$ cat config.mk
export PLATFORM = sky130hd
export DESIGN_NAME = sktst_core
export DESIGN_NICKNAME = d
export VERILOG_FILES = /design/src/verilog/sktst_pkg.sv /design/src/verilog/sktst_sync.sv /design/src/verilog/sktst_core.sv
export SDC_FILE = /design/constraint.sdc
export NUM_CORES = 1
export LEC_CHECK = 0
export BUFFER_PORTS_ARGS = -buffer_cell sky130_fd_sc_hd__buf_2
export CELL_PAD_IN_SITES_DETAIL_PLACEMENT = 1
export CELL_PAD_IN_SITES_GLOBAL_PLACEMENT = 1
export CORE_AREA = 2 2 59 61
export DETAILED_ROUTE_END_ITERATION = 16
export DIE_AREA = 0 0 61 63
export PLACE_DENSITY = 0.84
export SLEW_MARGIN = 20
export SYNTH_ARGS = -nofsm -noshare
export SYNTH_HDL_FRONTEND = slang
export SYNTH_SLANG_ARGS = --single-unit
$ cat constraint.sdc
create_clock -name clk -period 3.3 [get_ports clk]
set_input_delay 0.165 -clock clk [delete_from_list [all_inputs] [get_ports clk]]
set_output_delay 0.165 -clock clk [all_outputs]
set_load 0.01 [all_outputs]
$ cat src/verilog/sktst_pkg.sv
// Purpose: Constants for the skip-test instruction logic
// Assumes: 10-bit instruction words, 4-bit data
// Notes: Flag-test and pin-test encodings are chosen values
// Function
// - Decode 0x026 as one-cycle acc-memory test
// - Skip when accumulator equals memory word
// - Enable low: flag set clears and skips
// - Enable high: flag test is no-operation
// - Enable is bit 0 of control reg a
// - Polarity zero: skip when pin low
// - Polarity is bit 2, one skips high
package sktst_pkg;
	localparam int INSTR_W = 10;
	localparam int DATA_W = 4;
	localparam logic [9:0] OP_SKIP_ACC_MEM = 10'h026;
	localparam logic [9:0] OP_SKIP_FLAG = 10'h03B;
	localparam logic [9:0] OP_SKIP_PIN = 10'h03A;
	localparam int EXT0_ENABLE_BIT = 0;
	localparam int EXT0_POL_BIT = 2;
	localparam logic [3:0] CTRL_RESET = 4'h0;
	localparam logic [2:0] INT_EVENTS_RESET = 3'h0;
	localparam logic [1:0] REG_CTRL_A = 2'h0;
	localparam logic [1:0] REG_CTRL_B = 2'h1;
	localparam logic [1:0] REG_STATUS = 2'h2;
	localparam logic [1:0] REG_INT_EN = 2'h3;
	localparam logic [1:0] REG_INT_CLR = 2'h2;
endpackage

$ cat src/verilog/sktst_sync.sv
// Purpose: Three-stage synchroniser for the interrupt pin
// Assumes: Pin is asynchronous to clk
// Notes: Level changes once stages two and three agree
`timescale 1ns/1ps
module sktst_sync (
	input wire logic clk,
	input wire logic resetn,
	input wire logic pin,
	output logic level
);
	logic s1_q, s2_q, s3_q;
	always_ff @(posedge clk) begin
		if (!resetn) begin
			s1_q <= 1'b1;
			s2_q <= 1'b1;
			s3_q <= 1'b1;
			level <= 1'b1;
		end else begin
			s1_q <= pin;
			s2_q <= s1_q;
			s3_q <= s2_q;
			if (s2_q == s3_q) begin
				level <= s3_q;
			end
		end
	end
endmodule

$ cat src/verilog/sktst_core.sv
// Purpose: Skip-test instruction decode and execute
// Assumes: One instruction per clock; memory word supplied combinationally
// Notes: Registers reached by a plain strobe port
`timescale 1ns/1ps
module sktst_core (
	input wire logic clk,
	input wire logic resetn,
	input wire logic instr_valid,
	input wire logic [sktst_pkg::INSTR_W-1:0] instr,
	input wire logic [sktst_pkg::DATA_W-1:0] acc,
	input wire logic [sktst_pkg::DATA_W-1:0] mem_data,
	input wire logic carry_flag_in,
	input wire logic ext0_event,
	input wire logic ext_interrupt_pin_zero,
	input wire logic [1:0] addr,
	input wire logic [3:0] wdata,
	input wire logic wr,
	input wire logic rd,
	output logic [3:0] rdata,
	output logic skip_next,
	output logic suppress,
	output logic pc_advance,
	output logic carry_flag,
	output logic ext0_request_flag,
	output logic irq
);
	import sktst_pkg::*;
	logic [3:0] interrupt_control_reg_a_q;
	logic [3:0] interrupt_control_reg_b_q;
	logic [2:0] int_status_q;
	logic [2:0] int_en_q;
	logic pin_level;
	logic ext0_enable_bit;
	logic ext0_polarity_select;
	logic exec;
	logic is_acc_mem, is_flag, is_pin;
	logic take_acc, take_flag, take_pin, skip_d;
	logic flag_clear;

	sktst_sync u_sync (
		.clk(clk),
		.resetn(resetn),
		.pin(ext_interrupt_pin_zero),
		.level(pin_level)
	);

	// ==========================================================
	// Decode
	assign ext0_enable_bit =
		interrupt_control_reg_a_q[EXT0_ENABLE_BIT];
	assign ext0_polarity_select =
		interrupt_control_reg_b_q[EXT0_POL_BIT];
	assign exec = instr_valid && !skip_next;
	assign is_acc_mem = exec && instr == OP_SKIP_ACC_MEM;
	assign is_flag = exec && instr == OP_SKIP_FLAG;
	assign is_pin = exec && instr == OP_SKIP_PIN;
	assign take_acc = is_acc_mem && acc == mem_data;
	assign take_flag = is_flag && !ext0_enable_bit
		&& ext0_request_flag;
	assign take_pin = is_pin
		&& (pin_level == ext0_polarity_select);
	assign skip_d = take_acc || take_flag || take_pin;
	assign flag_clear = take_flag;

	// ==========================================================
	// Sequencing
	always_ff @(posedge clk) begin
		if (!resetn) begin
			skip_next <= 1'b0;
			suppress <= 1'b0;
			pc_advance <= 1'b0;
		end else if (instr_valid) begin
			skip_next <= skip_d;
			suppress <= skip_next;
			pc_advance <= 1'b1;
		end else begin
			pc_advance <= 1'b0;
			suppress <= 1'b0;
		end
	end

	// Carry passes through untouched
	always_ff @(posedge clk) begin
		if (!resetn) begin
			carry_flag <= 1'b0;
		end else begin
			carry_flag <= carry_flag_in;
		end
	end

	// ==========================================================
	// Request flag: set wins over clear
	always_ff @(posedge clk) begin
		if (!resetn) begin
			ext0_request_flag <= 1'b0;
		end else if (ext0_event) begin
			ext0_request_flag <= 1'b1;
		end else if (flag_clear) begin
			ext0_request_flag <= 1'b0;
		end
	end

	// ==========================================================
	// Registers
	always_ff @(posedge clk) begin
		if (!resetn) begin
			interrupt_control_reg_a_q <= CTRL_RESET;
			interrupt_control_reg_b_q <= CTRL_RESET;
			int_en_q <= INT_EVENTS_RESET;
		end else if (wr) begin
			case (addr)
				REG_CTRL_A: interrupt_control_reg_a_q <= wdata;
				REG_CTRL_B: interrupt_control_reg_b_q <= wdata;
				REG_INT_EN: int_en_q <= wdata[2:0];
				default: ;
			endcase
		end
	end

	// Sticky events: bit0 acc skip, bit1 flag skip, bit2 pin skip
	always_ff @(posedge clk) begin
		if (!resetn) begin
			int_status_q <= INT_EVENTS_RESET;
		end else begin
			int_status_q <= (int_status_q
				& ~((wr && addr == REG_INT_CLR) ? wdata[2:0] : 3'h0))
				| {take_pin, take_flag, take_acc};
		end
	end

	always_ff @(posedge clk) begin
		if (!resetn) begin
			irq <= 1'b0;
		end else begin
			irq <= |(int_status_q & int_en_q);
		end
	end

	always_ff @(posedge clk) begin
		if (!resetn) begin
			rdata <= 4'h0;
		end else if (rd) begin
			case (addr)
				REG_CTRL_A: rdata <= interrupt_control_reg_a_q;
				REG_CTRL_B: rdata <= interrupt_control_reg_b_q;
				REG_STATUS: rdata <= {1'b0, int_status_q};
				REG_INT_EN: rdata <= {1'b0, int_en_q};
				default: rdata <= 4'h0;
			endcase
		end else begin
			rdata <= 4'h0;
		end
	end

	// ==========================================================
	// Assertions
	acc_skip_a: assert property (
		@(posedge clk) disable iff (!resetn)
		take_acc |=> skip_next)
		else $error("equal compare did not skip");

	acc_noskip_a: assert property (
		@(posedge clk) disable iff (!resetn)
		(is_acc_mem && acc != mem_data) |=> !skip_next)
		else $error("unequal compare skipped");

	flag_clear_a: assert property (
		@(posedge clk) disable iff (!resetn)
		(take_flag && !ext0_event) |=> !ext0_request_flag)
		else $error("request flag not cleared");

	flag_nop_a: assert property (
		@(posedge clk) disable iff (!resetn)
		(is_flag && ext0_enable_bit && !ext0_event)
		|=> (!skip_next && $stable(ext0_request_flag)))
		else $error("disabled flag test acted");

	flag_gate_a: assert property (
		@(posedge clk) disable iff (!resetn)
		(wr && addr == REG_CTRL_A)
		|=> (ext0_enable_bit == $past(wdata[0])))
		else $error("flag enable not taken from bit zero");

	pin_low_a: assert property (
		@(posedge clk) disable iff (!resetn)
		(is_pin && !ext0_polarity_select && !pin_level)
		|=> skip_next)
		else $error("low pin did not skip");

	pin_high_a: assert property (
		@(posedge clk) disable iff (!resetn)
		(is_pin && interrupt_control_reg_b_q[2] && !pin_level)
		|=> !skip_next)
		else $error("polarity one skipped on low");

	pol_bit_a: assert property (
		@(posedge clk) disable iff (!resetn)
		(wr && addr == REG_CTRL_B)
		|=> (ext0_polarity_select == $past(wdata[2])))
		else $error("polarity not taken from bit two");

	skip_suppress_a: assert property (
		@(posedge clk) disable iff (!resetn)
		(skip_next && instr_valid)
		|=> (suppress && !skip_next && pc_advance))
		else $error("skipped word not suppressed");

	quiet_skip_a: assert property (
		@(posedge clk) disable iff (!resetn)
		(skip_next && instr_valid && ext0_request_flag)
		|=> ext0_request_flag)
		else $error("suppressed word cleared the flag");

	pc_step_a: assert property (
		@(posedge clk) disable iff (!resetn)
		instr_valid |=> pc_advance)
		else $error("program counter did not advance");

	carry_keep_a: assert property (
		@(posedge clk) disable iff (!resetn)
		is_acc_mem |=> carry_flag == $past(carry_flag_in))
		else $error("carry altered");

	flag_set_a: assert property (
		@(posedge clk) disable iff (!resetn)
		ext0_event |=> ext0_request_flag)
		else $error("request event lost");

	rdata_idle_a: assert property (
		@(posedge clk) disable iff (!resetn)
		!rd |=> (rdata == 4'h0))
		else $error("read data outside read slot");

	// ==========================================================
	// Coverage of the main scenarios
	acc_skip_c: cover property (@(posedge clk) disable iff (!resetn)
		take_acc);
	flag_skip_c: cover property (@(posedge clk) disable iff (!resetn)
		take_flag);
	pin_skip_c: cover property (@(posedge clk) disable iff (!resetn)
		take_pin ##1 skip_next);
	flag_nop_c: cover property (@(posedge clk) disable iff (!resetn)
		is_flag && ext0_enable_bit);
	pin_pol_c: cover property (@(posedge clk) disable iff (!resetn)
		take_pin && ext0_polarity_select);
endmodule

==> flow_summary.toml <==
[synth]
ys_seq_area_share_pct = 47.8
yosysUniqueCellTypes = 30
synth_cells = 113
syn_nets = 145
async_reset_ff_share_pct = 0
ys.flop_type = "dfxtp_1"
avgSynthCellArea_sq_um = 10.4
syn-cell-area_sq_mm = 0.00117
yosysWarnings = 0
synth_edf_count = 0
ys_ff_latch = 28

[sta]
slew_violations = 0
rsz0062_at_grt = "false"
hold_viol = 0
post-route-period-util_pct = 38.6
tns_ns = 0
period_needed_ns = 1.27
final.setup_skew_ns = 0.00121
setup_viol = 0
timing.fmax_mhz = 784
worst_slew_pin_slew_ns = 0.520
slew_headroom_pct = 65.2

[clock_network]
holdBufCountCts = 0
htree_levels = 1
cts_tree = "done"
post_cts_buffers = 0
clk_pin_slew_worst_paths_ns = 0.14
clock_tree.buffer_depth = 2
cts_buffers = 3
root_buffer = "clkbuf_4"
cts-resized-gates = 0
worstSkewPairLatency_ns = 0.32
clkSinkCount = 28

[pwr]
p_sw_uw = 132
intPower_uw = 452
power_frac_seq_pct = 60.4
swShare_pct = 22.6
pwr-share-comb_pct = 11.9
clockPowerShare_pct = 27.7
power.density_mw_per_mm2 = 398
power.leakage_nw = 0.630
peakVddDrop_v = 0.000167

[floorplanning]
coreArea_sq_mm = 0.00323
start_util_pct = 36.3
row_count = 21
die_w_microns = 61
dieArea_sq_mm = 0.00384
ioPinCount = 42
fp.dieH_microns = 63

[grt]
grt_max_degree = 26
top_usage_layer = "met2"
first_global_vias = 1005
use_met1_pct = 16.4
grt_pass1_wl_mm = 4.31
antenna_found_initial = 0
grt_use_met2_pct = 27.3
grt_util_met3_pct = 4.55
grt_util_all_layers_pct = 14.7
overflow = 0

[final_layout]
nets = 188
area_growth_pct = 25.1
antenna_cells = 0
mostFrequentLayoutCell = "buf_2"
fin_cells = 201
drive_above_1_share_pct = 33.5
fin_area_sq_mm = 0.00147
layout_common_cells = "buf_2, dfxtp_1, nor2b_1"

[place]
gp_congestion = 0.778
placed_area_sq_mm = 0.00142
portBuffers = 41
placed_cells = 196
dp_hpwl_mm = 2.03

[routing]
wire_per_inst_microns = 12.7
via_count = 971
drtIter0Drc = 18
ant_nets = 0
wl_mm = 2.56
avgViaCountPerCell = 4.83
drc = 0
dr.pass1.iters = 4

[job]
maxCapViolCount = 0

[setup_path]
startpoint_type = "flip-flop"
crit_type = "reg -> reg"
cp.required_ns = 3.53
cp_max_fo = 4
crit_arrival_ns = 1.51
end_kind = "flip-flop"

[min_path]
holdCritPathClass = "in -> reg"

[run_status]
status = "completed"
## path summary, 6_finish.rpt
path	from	endpoint	slack (ns)	cells past startpoint
max	skip_next	ext0_request_flag	2.03	4
min	carry_flag_in	carry_flag	0.04	2
max reg2reg	skip_next	ext0_request_flag	2.03	4
min reg2reg	u_sync.s1_q	u_sync.s2_q	0.43	1
## area by class of cell
| type | count | area (sq um) |
|---|---|---|
| clock buffers | 4 | 36.3 |
| fillers | 393 | 1760 |
| inverters | 3 | 11.3 |
| multi-input cells | 78 | 587 |
| flip-flops and latches | 28 | 561 |
| well taps | 46 | 57.6 |
| repair buffers | 42 | 215 |
## sequential cells by signal, indices dropped and copies added, names as in the netlist
name / count
carry_flag: 1
ext0_request_flag: 1
int_en_q: 3
int_status_q: 3
interrupt_control_reg_a_q: 4
interrupt_control_reg_b_q: 4
irq: 1
pc_advance: 1
rdata: 4
skip_next: 1
suppress: 1
u_sync.level: 1
u_sync.s1_q: 1
u_sync.s2_q: 1
u_sync.s3_q: 1
## logic make-up (layout without fill, tap and decap cells)
| family | count (synthesis) | in the layout | synth area share, % |
|---|---|---|---|
| buffers and inverters | 7 | 49 | 2.24 |
| AND/OR/NAND/NOR | 44 | 44 | 24.0 |
| flip-flops | 28 | 28 | 47.8 |
| AO/OA/AOI/OAI | 17 | 17 | 8.85 |
| XOR/XNOR | 5 | 5 | 3.73 |
| multiplexers | 12 | 12 | 13.4 |
## layer usage
layer | up-vias | wire, microns
met3 | 0 | 202
met5 | - | 0
met4 | 0 | 0
li1 | 473 | -
met1 | 455 | 1090
met2 | 43 | 1270
## power groups by stage
stage | Sequential (mW) | Clock (mW) | Combinational [mW]
5_1_grt | 0.355 | 0.194 | 0.0776
4_1_cts | 0.353 | 0.172 | 0.0700
3_5_place_dp | 0.360 | 0 | 0.0697
3_3_place_gp | 0.360 | 0 | 0.0670
2_1_floorplan | 0.360 | 0 | 0.0360
6_report | 0.353 | 0.162 | 0.0696
## per-stage QoR
step           power [mW]  hold WS [ns]  worst slack (ns)  util [%]
2_1_floorplan       0.396         0.238              1.93         -
4_1_cts             0.595       0.00306              2.00      45.1
6_report            0.584        0.0393              2.03      45.4
3_5_place_dp        0.430         0.357              1.75      44.0
5_1_grt             0.626        0.0127              1.87      45.4
3_3_place_gp        0.427         0.344              1.79      44.0
## critical path, stage by stage, from the launching register on
cell and delay (ns):
dfxtp_1 0.35, nand4b_1 0.24, nor4_4 0.31, a21boi_1 0.10
o21a_1 0.18
## synth_stat cells (all sizes together), types with 3 or more instances
cell type | count | area [sq um]
mux2i | 9 | 90.1
xor2 | 4 | 35.0
o21ai | 6 | 30.0
nor2b | 16 | 100
a21boi | 4 | 30.0
inv | 3 | 11.3
and2 | 3 | 20.0
nand2 | 4 | 15.0
mux4 | 3 | 67.6
a21oi | 4 | 20.0
nand2b | 3 | 18.8
nor2 | 6 | 22.5
dfxtp | 28 | 561
clkbuf | 4 | 15.0
Power figures use the tool's default switching activity.
